### src/design/nvm_pkg.sv
// Constants, types and state layout of the emulated non-volatile store
package nvm_pkg;

  // ----------------------------------------------------------------
  // Array geometry
  // ----------------------------------------------------------------
  localparam int unsigned WORDS = 32;
  localparam int unsigned WORD_W = 15;
  localparam int unsigned PAGE_WORDS = 16;
  localparam int unsigned UNIT_WORDS = 4;
  localparam int unsigned DATA_PAIRS = 4;

  // ----------------------------------------------------------------
  // Timing
  // ----------------------------------------------------------------
  localparam int unsigned CLK_HZ = 20_000_000;
  localparam int unsigned PROG_TIME_MIN_MS = 2;
  localparam int unsigned PROG_BASE_CYCLES =
    PROG_TIME_MIN_MS * (CLK_HZ / 1000);
  localparam int unsigned CNT_W = 19;

  // ----------------------------------------------------------------
  // Register offsets (byte addresses) and indices
  // ----------------------------------------------------------------
  localparam int unsigned AXI_AW = 8;
  localparam logic [7:0] OFS_ADDRESS = 8'h00;
  localparam logic [7:0] OFS_WORD0_LOW = 8'h04;
  localparam logic [7:0] OFS_CONTROL = 8'h24;
  localparam logic [3:0] IDX_ADDRESS = 4'h0;
  localparam logic [3:0] IDX_CONTROL = 4'h9;
  localparam logic [3:0] IDX_NONE = 4'hf;

  // ----------------------------------------------------------------
  // Control field positions
  // ----------------------------------------------------------------
  localparam int unsigned CTL_TSEL_LSB = 6;
  localparam int unsigned CTL_ERASE_EN = 5;
  localparam int unsigned CTL_ERASE_TRIG = 4;
  localparam int unsigned CTL_WRITE_EN = 3;
  localparam int unsigned CTL_WRITE_TRIG = 2;
  localparam int unsigned CTL_READ_EN = 1;
  localparam int unsigned CTL_READ_TRIG = 0;

  // ----------------------------------------------------------------
  // Reset values and bus answers
  // ----------------------------------------------------------------
  localparam logic [4:0] ADDRESS_RST = 5'h00;
  localparam logic [7:0] DATA_LOW_RST = 8'h00;
  localparam logic [6:0] DATA_HIGH_RST = 7'h00;
  localparam logic [1:0] TSEL_RST = 2'h0;
  localparam logic [1:0] RESP_OKAY = 2'h0;
  localparam logic [1:0] RESP_SLVERR = 2'h2;

  // ----------------------------------------------------------------
  // Types
  // ----------------------------------------------------------------
  typedef enum logic [1:0] {OP_IDLE, OP_ERASE, OP_WRITE, OP_READ} op_e;

  typedef struct packed {
    logic [WORDS-1:0][WORD_W-1:0] mem;
    logic [4:0] addr;
    logic [DATA_PAIRS-1:0][7:0] lo;
    logic [DATA_PAIRS-1:0][6:0] hi;
    logic [1:0] tsel;
    logic erase_enable;
    logic erase_trigger;
    logic write_enable;
    logic write_trigger;
    logic read_enable;
    logic read_trigger;
    logic arm_erase;
    logic arm_write;
    op_e op;
    logic [CNT_W-1:0] cnt;
    logic aw_got;
    logic w_got;
    logic [AXI_AW-1:0] awaddr;
    logic [7:0] wdata;
    logic wstrb0;
    logic awready;
    logic wready;
    logic bvalid;
    logic [1:0] bresp;
    logic arready;
    logic rvalid;
    logic [31:0] rdata;
    logic [1:0] rresp;
    logic stall;
  } st_s;

endpackage

### src/design/emulated_nvm_controller.sv
// Emulated non-volatile data store with AXI4-Lite register access
//
// Overview of operation
// - Store 32 words of 15 bits; array keeps contents across reset.
// - Erase clears a 16-word page, write programs 4 words, read one.
// - Erase page chosen by address bit 4 only.
// - Write unit chosen by address bits 4..2; bits 1..0 ignored.
// - Address register holds 5 bits; upper three read as zero.
// - Four data words, low byte plus 7-bit high part, bit 7 zero.
// - Time select 00/01/10/11 gives 2/4/8/16 ms for erase and write.
// - Erase enable needed for erase; hardware clears it when done.
// - Erase trigger starts erase, cleared by hardware on completion.
// - Erase trigger ignored unless erase enable was set earlier.
// - Write enable needed for write; hardware clears it when done.
// - Write trigger starts write, cleared by hardware on completion.
// - Write trigger ignored unless write enable was set earlier.
// - Read enable needed; reads inhibited while it is clear.
// - Read trigger starts read, cleared by hardware on completion.
// - Read trigger ignored unless read enable was set earlier.
// - Erase/write trigger must come in the write right after enable.
// - Erased page reads back as all zero.
// - Read word lands in data pair 0, kept until the next read or a write to that pair.
// - Processor stalled from a started operation until it ends.
//
// The register addresses and the AXI4-Lite register port are this design's own decisions.
`timescale 1ns/1ps
module emulated_nvm_controller #(
  parameter int unsigned PROG_BASE_CYCLES = nvm_pkg::PROG_BASE_CYCLES
) (
  input wire logic clk,
  input wire logic srst,
  input wire logic [nvm_pkg::AXI_AW-1:0] s_axi_awaddr,
  input wire logic s_axi_awvalid,
  output logic s_axi_awready,
  input wire logic [31:0] s_axi_wdata,
  input wire logic [3:0] s_axi_wstrb,
  input wire logic s_axi_wvalid,
  output logic s_axi_wready,
  output logic [1:0] s_axi_bresp,
  output logic s_axi_bvalid,
  input wire logic s_axi_bready,
  input wire logic [nvm_pkg::AXI_AW-1:0] s_axi_araddr,
  input wire logic s_axi_arvalid,
  output logic s_axi_arready,
  output logic [31:0] s_axi_rdata,
  output logic [1:0] s_axi_rresp,
  output logic s_axi_rvalid,
  input wire logic s_axi_rready,
  output logic cpu_stall
);

  // ----------------------------------------------------------------
  // Helper functions
  // ----------------------------------------------------------------

  // Register index of a byte address, or none
  function automatic logic [3:0] reg_sel(input logic [7:0] a);
    logic [3:0] idx;
    idx = a[5:2];
    if (a[7:6] != 2'h0 || idx > nvm_pkg::IDX_CONTROL) begin
      idx = nvm_pkg::IDX_NONE;
    end
    return idx;
  endfunction

  // Erase/write duration in cycles, doubling per select step
  function automatic logic [nvm_pkg::CNT_W-1:0] prog_cycles(
    input logic [1:0] tsel);
    logic [nvm_pkg::CNT_W-1:0] base;
    base = nvm_pkg::CNT_W'(PROG_BASE_CYCLES);
    return base << tsel;
  endfunction

  // ----------------------------------------------------------------
  // State
  // ----------------------------------------------------------------
  nvm_pkg::st_s st_r;
  nvm_pkg::st_s st_nxt;

  // Read image of one register
  function automatic logic [31:0] reg_value(input nvm_pkg::st_s s,
                                           input logic [3:0] idx);
    logic [31:0] v;
    logic [1:0] k;
    v = 32'h0000_0000;
    k = 2'((idx - 4'h1) >> 1);
    if (idx == nvm_pkg::IDX_ADDRESS) begin
      v[4:0] = s.addr;
    end else if (idx == nvm_pkg::IDX_CONTROL) begin
      v[nvm_pkg::CTL_TSEL_LSB+:2] = s.tsel;
      v[nvm_pkg::CTL_ERASE_EN] = s.erase_enable;
      v[nvm_pkg::CTL_ERASE_TRIG] = s.erase_trigger;
      v[nvm_pkg::CTL_WRITE_EN] = s.write_enable;
      v[nvm_pkg::CTL_WRITE_TRIG] = s.write_trigger;
      v[nvm_pkg::CTL_READ_EN] = s.read_enable;
      v[nvm_pkg::CTL_READ_TRIG] = s.read_trigger;
    end else if (idx != nvm_pkg::IDX_NONE) begin
      if (idx[0]) begin
        v[7:0] = s.lo[k];
      end else begin
        v[6:0] = s.hi[k];
      end
    end
    return v;
  endfunction

  // ----------------------------------------------------------------
  // Next-state logic
  // ----------------------------------------------------------------
  always_comb begin
    logic aw_hs;
    logic w_hs;
    logic have_aw;
    logic have_w;
    logic [7:0] wa;
    logic [7:0] wd;
    logic ws;
    logic [3:0] idx;
    logic [1:0] k;
    logic busy;
    logic go_e;
    logic go_w;
    logic go_r;
    aw_hs = s_axi_awvalid && st_r.awready;
    w_hs = s_axi_wvalid && st_r.wready;
    have_aw = st_r.aw_got || aw_hs;
    have_w = st_r.w_got || w_hs;
    wa = aw_hs ? s_axi_awaddr : st_r.awaddr;
    wd = w_hs ? s_axi_wdata[7:0] : st_r.wdata;
    ws = w_hs ? s_axi_wstrb[0] : st_r.wstrb0;
    idx = reg_sel(wa);
    k = 2'((idx - 4'h1) >> 1);
    busy = st_r.op != nvm_pkg::OP_IDLE;
    go_e = 1'b0;
    go_w = 1'b0;
    go_r = 1'b0;
    st_nxt = st_r;

    // Running operation
    case (st_r.op)
      nvm_pkg::OP_ERASE: begin
        if (st_r.cnt == '0) begin
          for (int i = 0; i < nvm_pkg::PAGE_WORDS; i++) begin
            st_nxt.mem[{st_r.addr[4], 4'(i)}] = '0;
          end
          st_nxt.erase_enable = 1'b0;
          st_nxt.erase_trigger = 1'b0;
          st_nxt.op = nvm_pkg::OP_IDLE;
        end else begin
          st_nxt.cnt = st_r.cnt - 1'b1;
        end
      end
      nvm_pkg::OP_WRITE: begin
        if (st_r.cnt == '0) begin
          for (int i = 0; i < nvm_pkg::UNIT_WORDS; i++) begin
            st_nxt.mem[{st_r.addr[4:2], 2'(i)}] =
              {st_r.hi[i], st_r.lo[i]};
          end
          st_nxt.write_enable = 1'b0;
          st_nxt.write_trigger = 1'b0;
          st_nxt.op = nvm_pkg::OP_IDLE;
        end else begin
          st_nxt.cnt = st_r.cnt - 1'b1;
        end
      end
      nvm_pkg::OP_READ: begin
        st_nxt.lo[0] = st_r.mem[st_r.addr][7:0];
        st_nxt.hi[0] = st_r.mem[st_r.addr][14:8];
        st_nxt.read_trigger = 1'b0;
        st_nxt.op = nvm_pkg::OP_IDLE;
      end
      default: begin
        st_nxt.op = nvm_pkg::OP_IDLE;
      end
    endcase

    // Write channel capture
    if (aw_hs) begin
      st_nxt.aw_got = 1'b1;
      st_nxt.awaddr = s_axi_awaddr;
    end
    if (w_hs) begin
      st_nxt.w_got = 1'b1;
      st_nxt.wdata = s_axi_wdata[7:0];
      st_nxt.wstrb0 = s_axi_wstrb[0];
    end

    // Register write once address and data are both in
    if (have_aw && have_w && !st_r.bvalid) begin
      st_nxt.aw_got = 1'b0;
      st_nxt.w_got = 1'b0;
      st_nxt.bvalid = 1'b1;
      st_nxt.bresp = (idx == nvm_pkg::IDX_NONE) ?
        nvm_pkg::RESP_SLVERR : nvm_pkg::RESP_OKAY;
      // Writes while busy are dropped so the operation sees stable data
      if (!busy && ws && idx != nvm_pkg::IDX_NONE) begin
        st_nxt.arm_erase = 1'b0;
        st_nxt.arm_write = 1'b0;
        if (idx == nvm_pkg::IDX_ADDRESS) begin
          st_nxt.addr = wd[4:0];
        end else if (idx == nvm_pkg::IDX_CONTROL) begin
          go_e = wd[nvm_pkg::CTL_ERASE_TRIG] && wd[nvm_pkg::CTL_ERASE_EN] &&
                 st_r.erase_enable && st_r.arm_erase;
          go_w = wd[nvm_pkg::CTL_WRITE_TRIG] && wd[nvm_pkg::CTL_WRITE_EN] &&
                 st_r.write_enable && st_r.arm_write && !go_e;
          go_r = wd[nvm_pkg::CTL_READ_TRIG] && wd[nvm_pkg::CTL_READ_EN] &&
                 st_r.read_enable && !go_e && !go_w;
          st_nxt.tsel = wd[nvm_pkg::CTL_TSEL_LSB+:2];
          st_nxt.erase_enable = wd[nvm_pkg::CTL_ERASE_EN];
          st_nxt.write_enable = wd[nvm_pkg::CTL_WRITE_EN];
          st_nxt.read_enable = wd[nvm_pkg::CTL_READ_EN];
          st_nxt.erase_trigger = go_e;
          st_nxt.write_trigger = go_w;
          st_nxt.read_trigger = go_r;
          st_nxt.arm_erase = wd[nvm_pkg::CTL_ERASE_EN] &&
                             !wd[nvm_pkg::CTL_ERASE_TRIG];
          st_nxt.arm_write = wd[nvm_pkg::CTL_WRITE_EN] &&
                             !wd[nvm_pkg::CTL_WRITE_TRIG];
          if (go_e) begin
            st_nxt.op = nvm_pkg::OP_ERASE;
            st_nxt.cnt = prog_cycles(wd[nvm_pkg::CTL_TSEL_LSB+:2]) - 1'b1;
          end else if (go_w) begin
            st_nxt.op = nvm_pkg::OP_WRITE;
            st_nxt.cnt = prog_cycles(wd[nvm_pkg::CTL_TSEL_LSB+:2]) - 1'b1;
          end else if (go_r) begin
            st_nxt.op = nvm_pkg::OP_READ;
          end
        end else if (idx[0]) begin
          st_nxt.lo[k] = wd;
        end else begin
          st_nxt.hi[k] = wd[6:0];
        end
      end
    end
    if (st_r.bvalid && s_axi_bready) begin
      st_nxt.bvalid = 1'b0;
    end
    st_nxt.awready = !st_nxt.aw_got && !st_nxt.bvalid;
    st_nxt.wready = !st_nxt.w_got && !st_nxt.bvalid;

    // Read channel
    if (s_axi_arvalid && st_r.arready) begin
      st_nxt.rvalid = 1'b1;
      st_nxt.rdata = reg_value(st_r, reg_sel(s_axi_araddr));
      st_nxt.rresp = (reg_sel(s_axi_araddr) == nvm_pkg::IDX_NONE) ?
        nvm_pkg::RESP_SLVERR : nvm_pkg::RESP_OKAY;
    end else if (st_r.rvalid && s_axi_rready) begin
      st_nxt.rvalid = 1'b0;
    end
    st_nxt.arready = !st_nxt.rvalid;

    // Processor held while an operation runs
    st_nxt.stall = st_nxt.op != nvm_pkg::OP_IDLE;
  end

  // ----------------------------------------------------------------
  // State register; array left untouched by reset
  // ----------------------------------------------------------------
  always_ff @(posedge clk) begin
    if (srst) begin
      st_r <= '0;
      st_r.addr <= nvm_pkg::ADDRESS_RST;
      st_r.lo <= {nvm_pkg::DATA_PAIRS{nvm_pkg::DATA_LOW_RST}};
      st_r.hi <= {nvm_pkg::DATA_PAIRS{nvm_pkg::DATA_HIGH_RST}};
      st_r.tsel <= nvm_pkg::TSEL_RST;
      st_r.mem <= st_r.mem;
    end else begin
      st_r <= st_nxt;
    end
  end

  // Outputs straight from the state register
  assign s_axi_awready = st_r.awready;
  assign s_axi_wready = st_r.wready;
  assign s_axi_bvalid = st_r.bvalid;
  assign s_axi_bresp = st_r.bresp;
  assign s_axi_arready = st_r.arready;
  assign s_axi_rvalid = st_r.rvalid;
  assign s_axi_rdata = st_r.rdata;
  assign s_axi_rresp = st_r.rresp;
  assign cpu_stall = st_r.stall;
endmodule

### config.mk
export PLATFORM = sky130hd
export DESIGN_NAME = emulated_nvm_controller
export DESIGN_NICKNAME = d
export VERILOG_FILES = /design/src/design/nvm_pkg.sv /design/src/design/emulated_nvm_controller.sv
export SDC_FILE = /design/constraint.sdc
export NUM_CORES = 1
export LEC_CHECK = 0
export BUFFER_PORTS_ARGS = -buffer_cell sky130_fd_sc_hd__buf_2
export CORE_MARGIN = 4
export CORE_UTILIZATION = 56
export DETAILED_ROUTE_END_ITERATION = 7
export GPL_TIMING_DRIVEN = 1
export PLACE_DENSITY = 0.73
export SLEW_MARGIN = 5
export SYNTH_ARGS = -nofsm -noshare
export SYNTH_HDL_FRONTEND = slang
export SYNTH_SLANG_ARGS = --single-unit
### constraint.sdc
create_clock -name clk -period 5.95 [get_ports clk]
set_input_delay 0.8925 -clock clk [delete_from_list [all_inputs] [get_ports clk]]
set_output_delay 0.8925 -clock clk [all_outputs]
set_load 0.005 [all_outputs]
# == After elaboration in Yosys (flattened, before gate mapping) ==
# Index checks and enable logic that the tools add are counted.
# word_totals
input_bits,59
output_inout_bits,42
elab_cells,340
reg_bits,613
# op_classes
add_sub_neg,4
n_mux,101
eq_ne,11
n_bitwise,36
shifts,1
n_lt_le_gt_ge,46
reduce_logical,74
# op_table
cell,n
$and A480 B480 Y480,16
$bwmux W480,4
$mux W480,2
$pmux W480 S2,1
$not A255 Y480,1
$not A270 Y480,1
$not A285 Y480,1
$not A300 Y480,1
$not A315 Y480,1
$not A330 Y480,1
$not A345 Y480,1
$not A360 Y480,1
$not A375 Y480,1
$not A390 Y480,1
$not A405 Y480,1
$not A420 Y480,1
$not A435 Y480,1
$not A450 Y480,1
$not A465 Y480,1
$not A480 Y480,1
$mux W15,21
$demux W15 S1,16
$demux W15 S3,4
$mux W67,2
45 further kinds,191

# == Depth between registers and ports, before layout ==
# logic_depth
ltp_word,23
mapped_depth,12
ltp_nobuf,10

# == Least setup slack after synthesis ==
# Ideal clock, no wire load.
# synth_timing
path_type,register -> register
start,register st_r[66] in the netlist's numbering
end,register st_r[217] in the netlist's numbering (enable)
n_path_buf,0
arrival_ps,4681
setup_slack_ps,771
stages_incl_launch_ff,6
path_cell_list,dfxtp_1 > or4_1 > nand4bb_1 > nor2_1 > o21ai_1 > a21oi_1
# synth_via
elab_chain_cells,3
word_cells_on_any_way,4
cone_classes,eq/ne: 2; reduce/logical: 2
# synth_rtl
element,line,text
"start, declared",emulated_nvm_controller.sv:77,nvm_pkg::st_s st_r;
"start signal, assigned",emulated_nvm_controller.sv:268,st_r <= st_nxt;
$logic_not A19 Y1 *,"emulated_nvm_controller.sv:142, emulated_nvm_controller.sv:154",
$ne A2 B2 Y1 (no source line),--,
$reduce_and A4 Y1 (no source line) *,--,
# Mark *: on every way between the ends. The rest lies on a longest branch, timed or not.
# A chain may end at the register's enable or synchronous reset.

# == Worst setup path after layout ==
# layout_timing
start,register st_r (netlist bit s_axi_awready)
end,register st_r[123] in the netlist's numbering
# layout_via
elab_chain_cells,16
word_cells_on_any_way,25
cone_classes,add/sub: 1; order compare: 3; eq/ne: 2; mux: 10; reduce/logical: 9
# layout_rtl
element,line,text
$logic_and A1 B1 Y1 *,emulated_nvm_controller.sv:124,aw_hs = s_axi_awvalid && st_r.awready;
$mux W8,--,
$gt A4 B4 Y1 or $reduce_bool A2 Y1 (tied branches),emulated_nvm_controller.sv:60,if (a[7:6] != 2'h0 || idx > nvm_pkg::IDX_CONTROL) begin
$logic_or A1 B1 Y1,emulated_nvm_controller.sv:60,
$mux W4,emulated_nvm_controller.sv:60,
$sub A3 B1 Y3,emulated_nvm_controller.sv:132,k = 2'((idx - 4'h1) >> 1);
$lt A2 B3 Y1 (implied by the code) or $ge A2 B1 Y1 (tied branches),emulated_nvm_controller.sv:229,st_nxt.lo[k] = wd;
$logic_and A1 B1 Y1 (implied by the code),emulated_nvm_controller.sv:229,
$mux W8 (implied by the code),emulated_nvm_controller.sv:229,
$demux W8 S2,emulated_nvm_controller.sv:229,
$bwmux W32,emulated_nvm_controller.sv:229,
$mux W8,emulated_nvm_controller.sv:228,end else if (idx[0]) begin
$mux W36,emulated_nvm_controller.sv:201,end else if (idx == nvm_pkg::IDX_CONTROL) begin
$mux W67,emulated_nvm_controller.sv:199,if (idx == nvm_pkg::IDX_ADDRESS) begin
$mux W67,emulated_nvm_controller.sv:196,if (!busy && ws && idx != nvm_pkg::IDX_NONE) begin
$mux W69 *,emulated_nvm_controller.sv:189,if (have_aw && have_w && !st_r.bvalid) begin
# Marked as above.

==> reports/results.tsv <==
stage	metric	value	unit
outcome	status	complete, no violations	
finish	Synth-to-Final Area Change	8.632	%
routing	initial DRC count	3008	
timing	min Tclk post-route	4.004	ns
routing	number of vias per cell	6.557	
floorplan	initial core utilization	56.68	%
routing	WL met2	38.08	mm
clock_network	CTS Buf Count	61	
floorplan	Core Rows	84	
global_routing	Overflow after GRT	0	
routing	max layer used	met4	
routing	drt drc	0	
timing	fin crit share	67.29	%
global_routing	first-pass GRT wire length	126.1	mm
routing	via count	22361	
synth	synthesized area	29900	um^2
finish	Antenna diodes	0	
timing	Worst Max-Slew Pin Slew	1.304	ns
timing	Final Skew	0.02402	ns
clock_network	post-cts resize count	0	
synth	asr flop ratio synth	0	%
timing	RSZ-0062 raised after global routing	false	
timing	Peak Freq	249.8	MHz
timing	total negative setup slack	0	ns
finish	Nets	2747	
clock_network	CTS Buffer Depth	3	
synth	cells after synthesis	2727	
floorplan	die width	239.1	um
worst_setup_path	crit start category	register	
hold_path	Hold Crit Class	reg -> reg	
routing	total wire length	82.28	mm
worst_setup_path	WP data required	6.48	ns
power_and_ir_drop	Leak	11.42	nW
clock_network	clk_lat worst skew	0.64	ns
synth	syn_area_per_cell	10.97	um^2
routing	drt pass-1 iters	6	
synth	ys flop type	edfxtp_1	
placement	port bufs	43	
worst_setup_path	Crit Path Max Fanout	16	
timing	final setup vio count	0	
synth	flops & latches, synth	609	
worst_setup_path	Register-to-Register Setup Slack	1.95	ns
clock_network	Clock transition at path regs	0.07	ns
global_routing	GRT Util Overall	28.34	%
placement	detailed placement HPWL	50.56	mm
timing	final hold vios	0	
power_and_ir_drop	pwr dens	263.2	nW/um^2
global_routing	initial antenna violation count	0	
clock_network	CTS sink count	609	
worst_setup_path	Critical Path End Type	register	
clock_network	root buffer cell	clkbuf_16	
synth	Netlist cell types	78	
routing	wire per inst	24.13	um
floorplan	area of the core	52760	um^2
clock_network	number of setup buffers added after CTS	0	
worst_setup_path	kind of critical path	reg -> reg	
global_routing	vias in the first global route	21422	
power_and_ir_drop	maximum vdd ir drop	233.3	uV
placement	Final Wtd Congestion	0.9123	
finish	share of layout cells above drive strength 1	13.34	%
clock_network	CTS Hold Buffers Added	0	
synth	EDFF count, synth	480	
floorplan	Die H	239.1	um
routing	Routed Antenna Nets	0	
clock_network	Max H-tree Level	2	
placement	dpl cells	3295	
clock_network	CTS tree	yes	
timing	Max-Slew Margin vs Limit	12.89	%
routing	met3 routed WL	8.962	mm
flow_run	max-cap check violation count	0	
synth	post-synthesis sequential area ratio	56.84	%
finish	Final Non-Filler Cells	3410	
floorplan	I/O pin count	101	
worst_setup_path	CP arrival	4.53	ns
routing	met1 wire length	31.77	mm
global_routing	largest net degree at the start of global routing	89	
floorplan	die area	57160	um^2
synth	yosys warns	0	
timing	fin. max-slew vios	0	
power breakdown:
| group | internal (mW) | switching, mW | total, mW |
|---|---|---|---|
| logic | 0.0812 | 0.172 | 0.253 |
| registers | 4.54 | 0.0149 | 4.55 |
| clock network | 2.10 | 1.64 | 3.75 |
| total | 6.72 | 1.83 | 8.55 |
cell type report:
cell class | count | area [um^2]
fill | 4079 | 20280
inverter | 21 | 78.83
clock buffer | 79 | 1637
clock inverter | 36 | 275.3
timing repair buffer | 88 | 605.6
sequential | 609 | 17010
tap | 688 | 860.8
multi-input combinational | 1889 | 12020
metrics by stage:
step / utilization, % / total power [mW] / setup slack (ns) / hold slack [ns] / cell area [um^2]
after floorplan: - / 4.833 / 0.7712 / 0.4243 / 30000
after global placement: 57.95 / 4.884 / 1.585 / 0.4365 / 30570
after detailed placement: 57.95 / 4.890 / 1.454 / 0.4509 / 30570
after CTS: 61.57 / 8.577 / 2.009 / 0.4619 / 32480
after global routing: 61.57 / 8.790 / 1.729 / 0.4750 / 32480
final: 61.57 / 8.552 / 1.946 / 0.4600 / 32480
cell usage in the layout (no fill, tap or decap), types with 5 or more instances in the layout:
cell and instances:
clkbuf_1 16, a211oi_1 12, nor2b_1 10, nand4_1 11
o21ai_0 498, clkinv_2 15, a22oi_1 27, nand2b_1 36
dfxtp_1 126, conb_1 26, nand2_1 672, nor2_1 88
buf_2 42, and3_1 8, a21oi_4 8, a311oi_1 6
xnor2_1 14, nand2_2 5, and2_1 9, a221oi_1 11
nor3_1 24, clkbuf_16 63, edfxtp_1 480, mux4_2 121
nor4_1 7, ha_1 17, nand3_1 47, clkinv_1 13
inv_1 21, mux2_2 17, o41ai_1 13, a31oi_1 5
buf_4 42, or2_2 5, a21oi_1 52, mux2i_1 49
a32oi_1 7
Yosys cell counts (12+ instances only):
| master | instances | share of area [%] |
|---|---|---|
| o41ai_1 | 13 | 0.38 |
| nor3_1 | 25 | 0.42 |
| nand2_1 | 677 | 8.5 |
| mux4_2 | 121 | 9.1 |
| buf_2 | 28 | 0.47 |
| nand2b_1 | 37 | 0.77 |
| inv_1 | 21 | 0.26 |
| a22oi_1 | 27 | 0.68 |
| nand3_1 | 47 | 0.79 |
| nor2b_1 | 12 | 0.25 |
| mux2_2 | 17 | 0.64 |
| nor2_1 | 89 | 1.1 |
| xnor2_1 | 14 | 0.41 |
| mux2i_1 | 49 | 1.6 |
| dfxtp_1 | 129 | 8.6 |
| clkbuf_1 | 157 | 2.0 |
| edfxtp_1 | 480 | 48 |
| buf_4 | 39 | 0.98 |
| a211oi_1 | 13 | 0.33 |
| o21ai_0 | 498 | 8.3 |
| a21oi_1 | 60 | 1.0 |
| ha_1 | 18 | 0.75 |
logic make-up (layout without fill, tap and decap cells):
kind of cell	after synthesis	count (layout)	share of synthesized area [%]
adders and majority gates	18	18	0.7532
muxes	187	187	11.39
other	1	26	0.01254
DFF	609	609	56.84
and+or+nand+nor	958	958	13.60
AOI/OAI and AO/OA	682	682	13.08
xor gates and xnor gates	18	18	0.5272
buffers and inverters	254	224	3.799
worst max-delay path: stages, from the launching register on:
cell       delay (ns)
dfxtp_1          0.61
nand2_4          0.16
mux2i_1          0.31
nand3_1          0.34
inv_1            0.28
ha_1             0.30
inv_1            0.13
a21o_1           0.26
a2111oi_4        1.12
nor3_1           0.10
a22o_1           0.28
state kept, by name, summed over array words and instances (netlist names):
name / cells
cpu_stall: 1
s_axi_arready: 1
s_axi_awready: 1
s_axi_bresp: 1
s_axi_bvalid: 1
s_axi_rdata: 8
s_axi_rresp: 1
s_axi_rvalid: 1
s_axi_wready: 1
st_r: 593
final timing paths:
path                            startpoint                    end  cells past startpoint
setup reg to reg  s_axi_awready$_SDFF_PP0_   st_r[123]$_SDFF_PP0_                     10
setup / recovery  s_axi_awready$_SDFF_PP0_   st_r[123]$_SDFF_PP0_                     10
hold reg to reg      st_r[83]$_SDFFE_PP0N_  st_r[83]$_SDFFE_PP0N_                      2
hold / removal       st_r[83]$_SDFFE_PP0N_  st_r[83]$_SDFFE_PP0N_                      2
metal layers:
metal	global-route usage, %	vias to the layer above
li1	-	9825
met1	39.00	10956
met2	45.11	1381
met3	5.676	199
met4	10.91	0
met5	0	-
(Power assumes the default switching activity.)
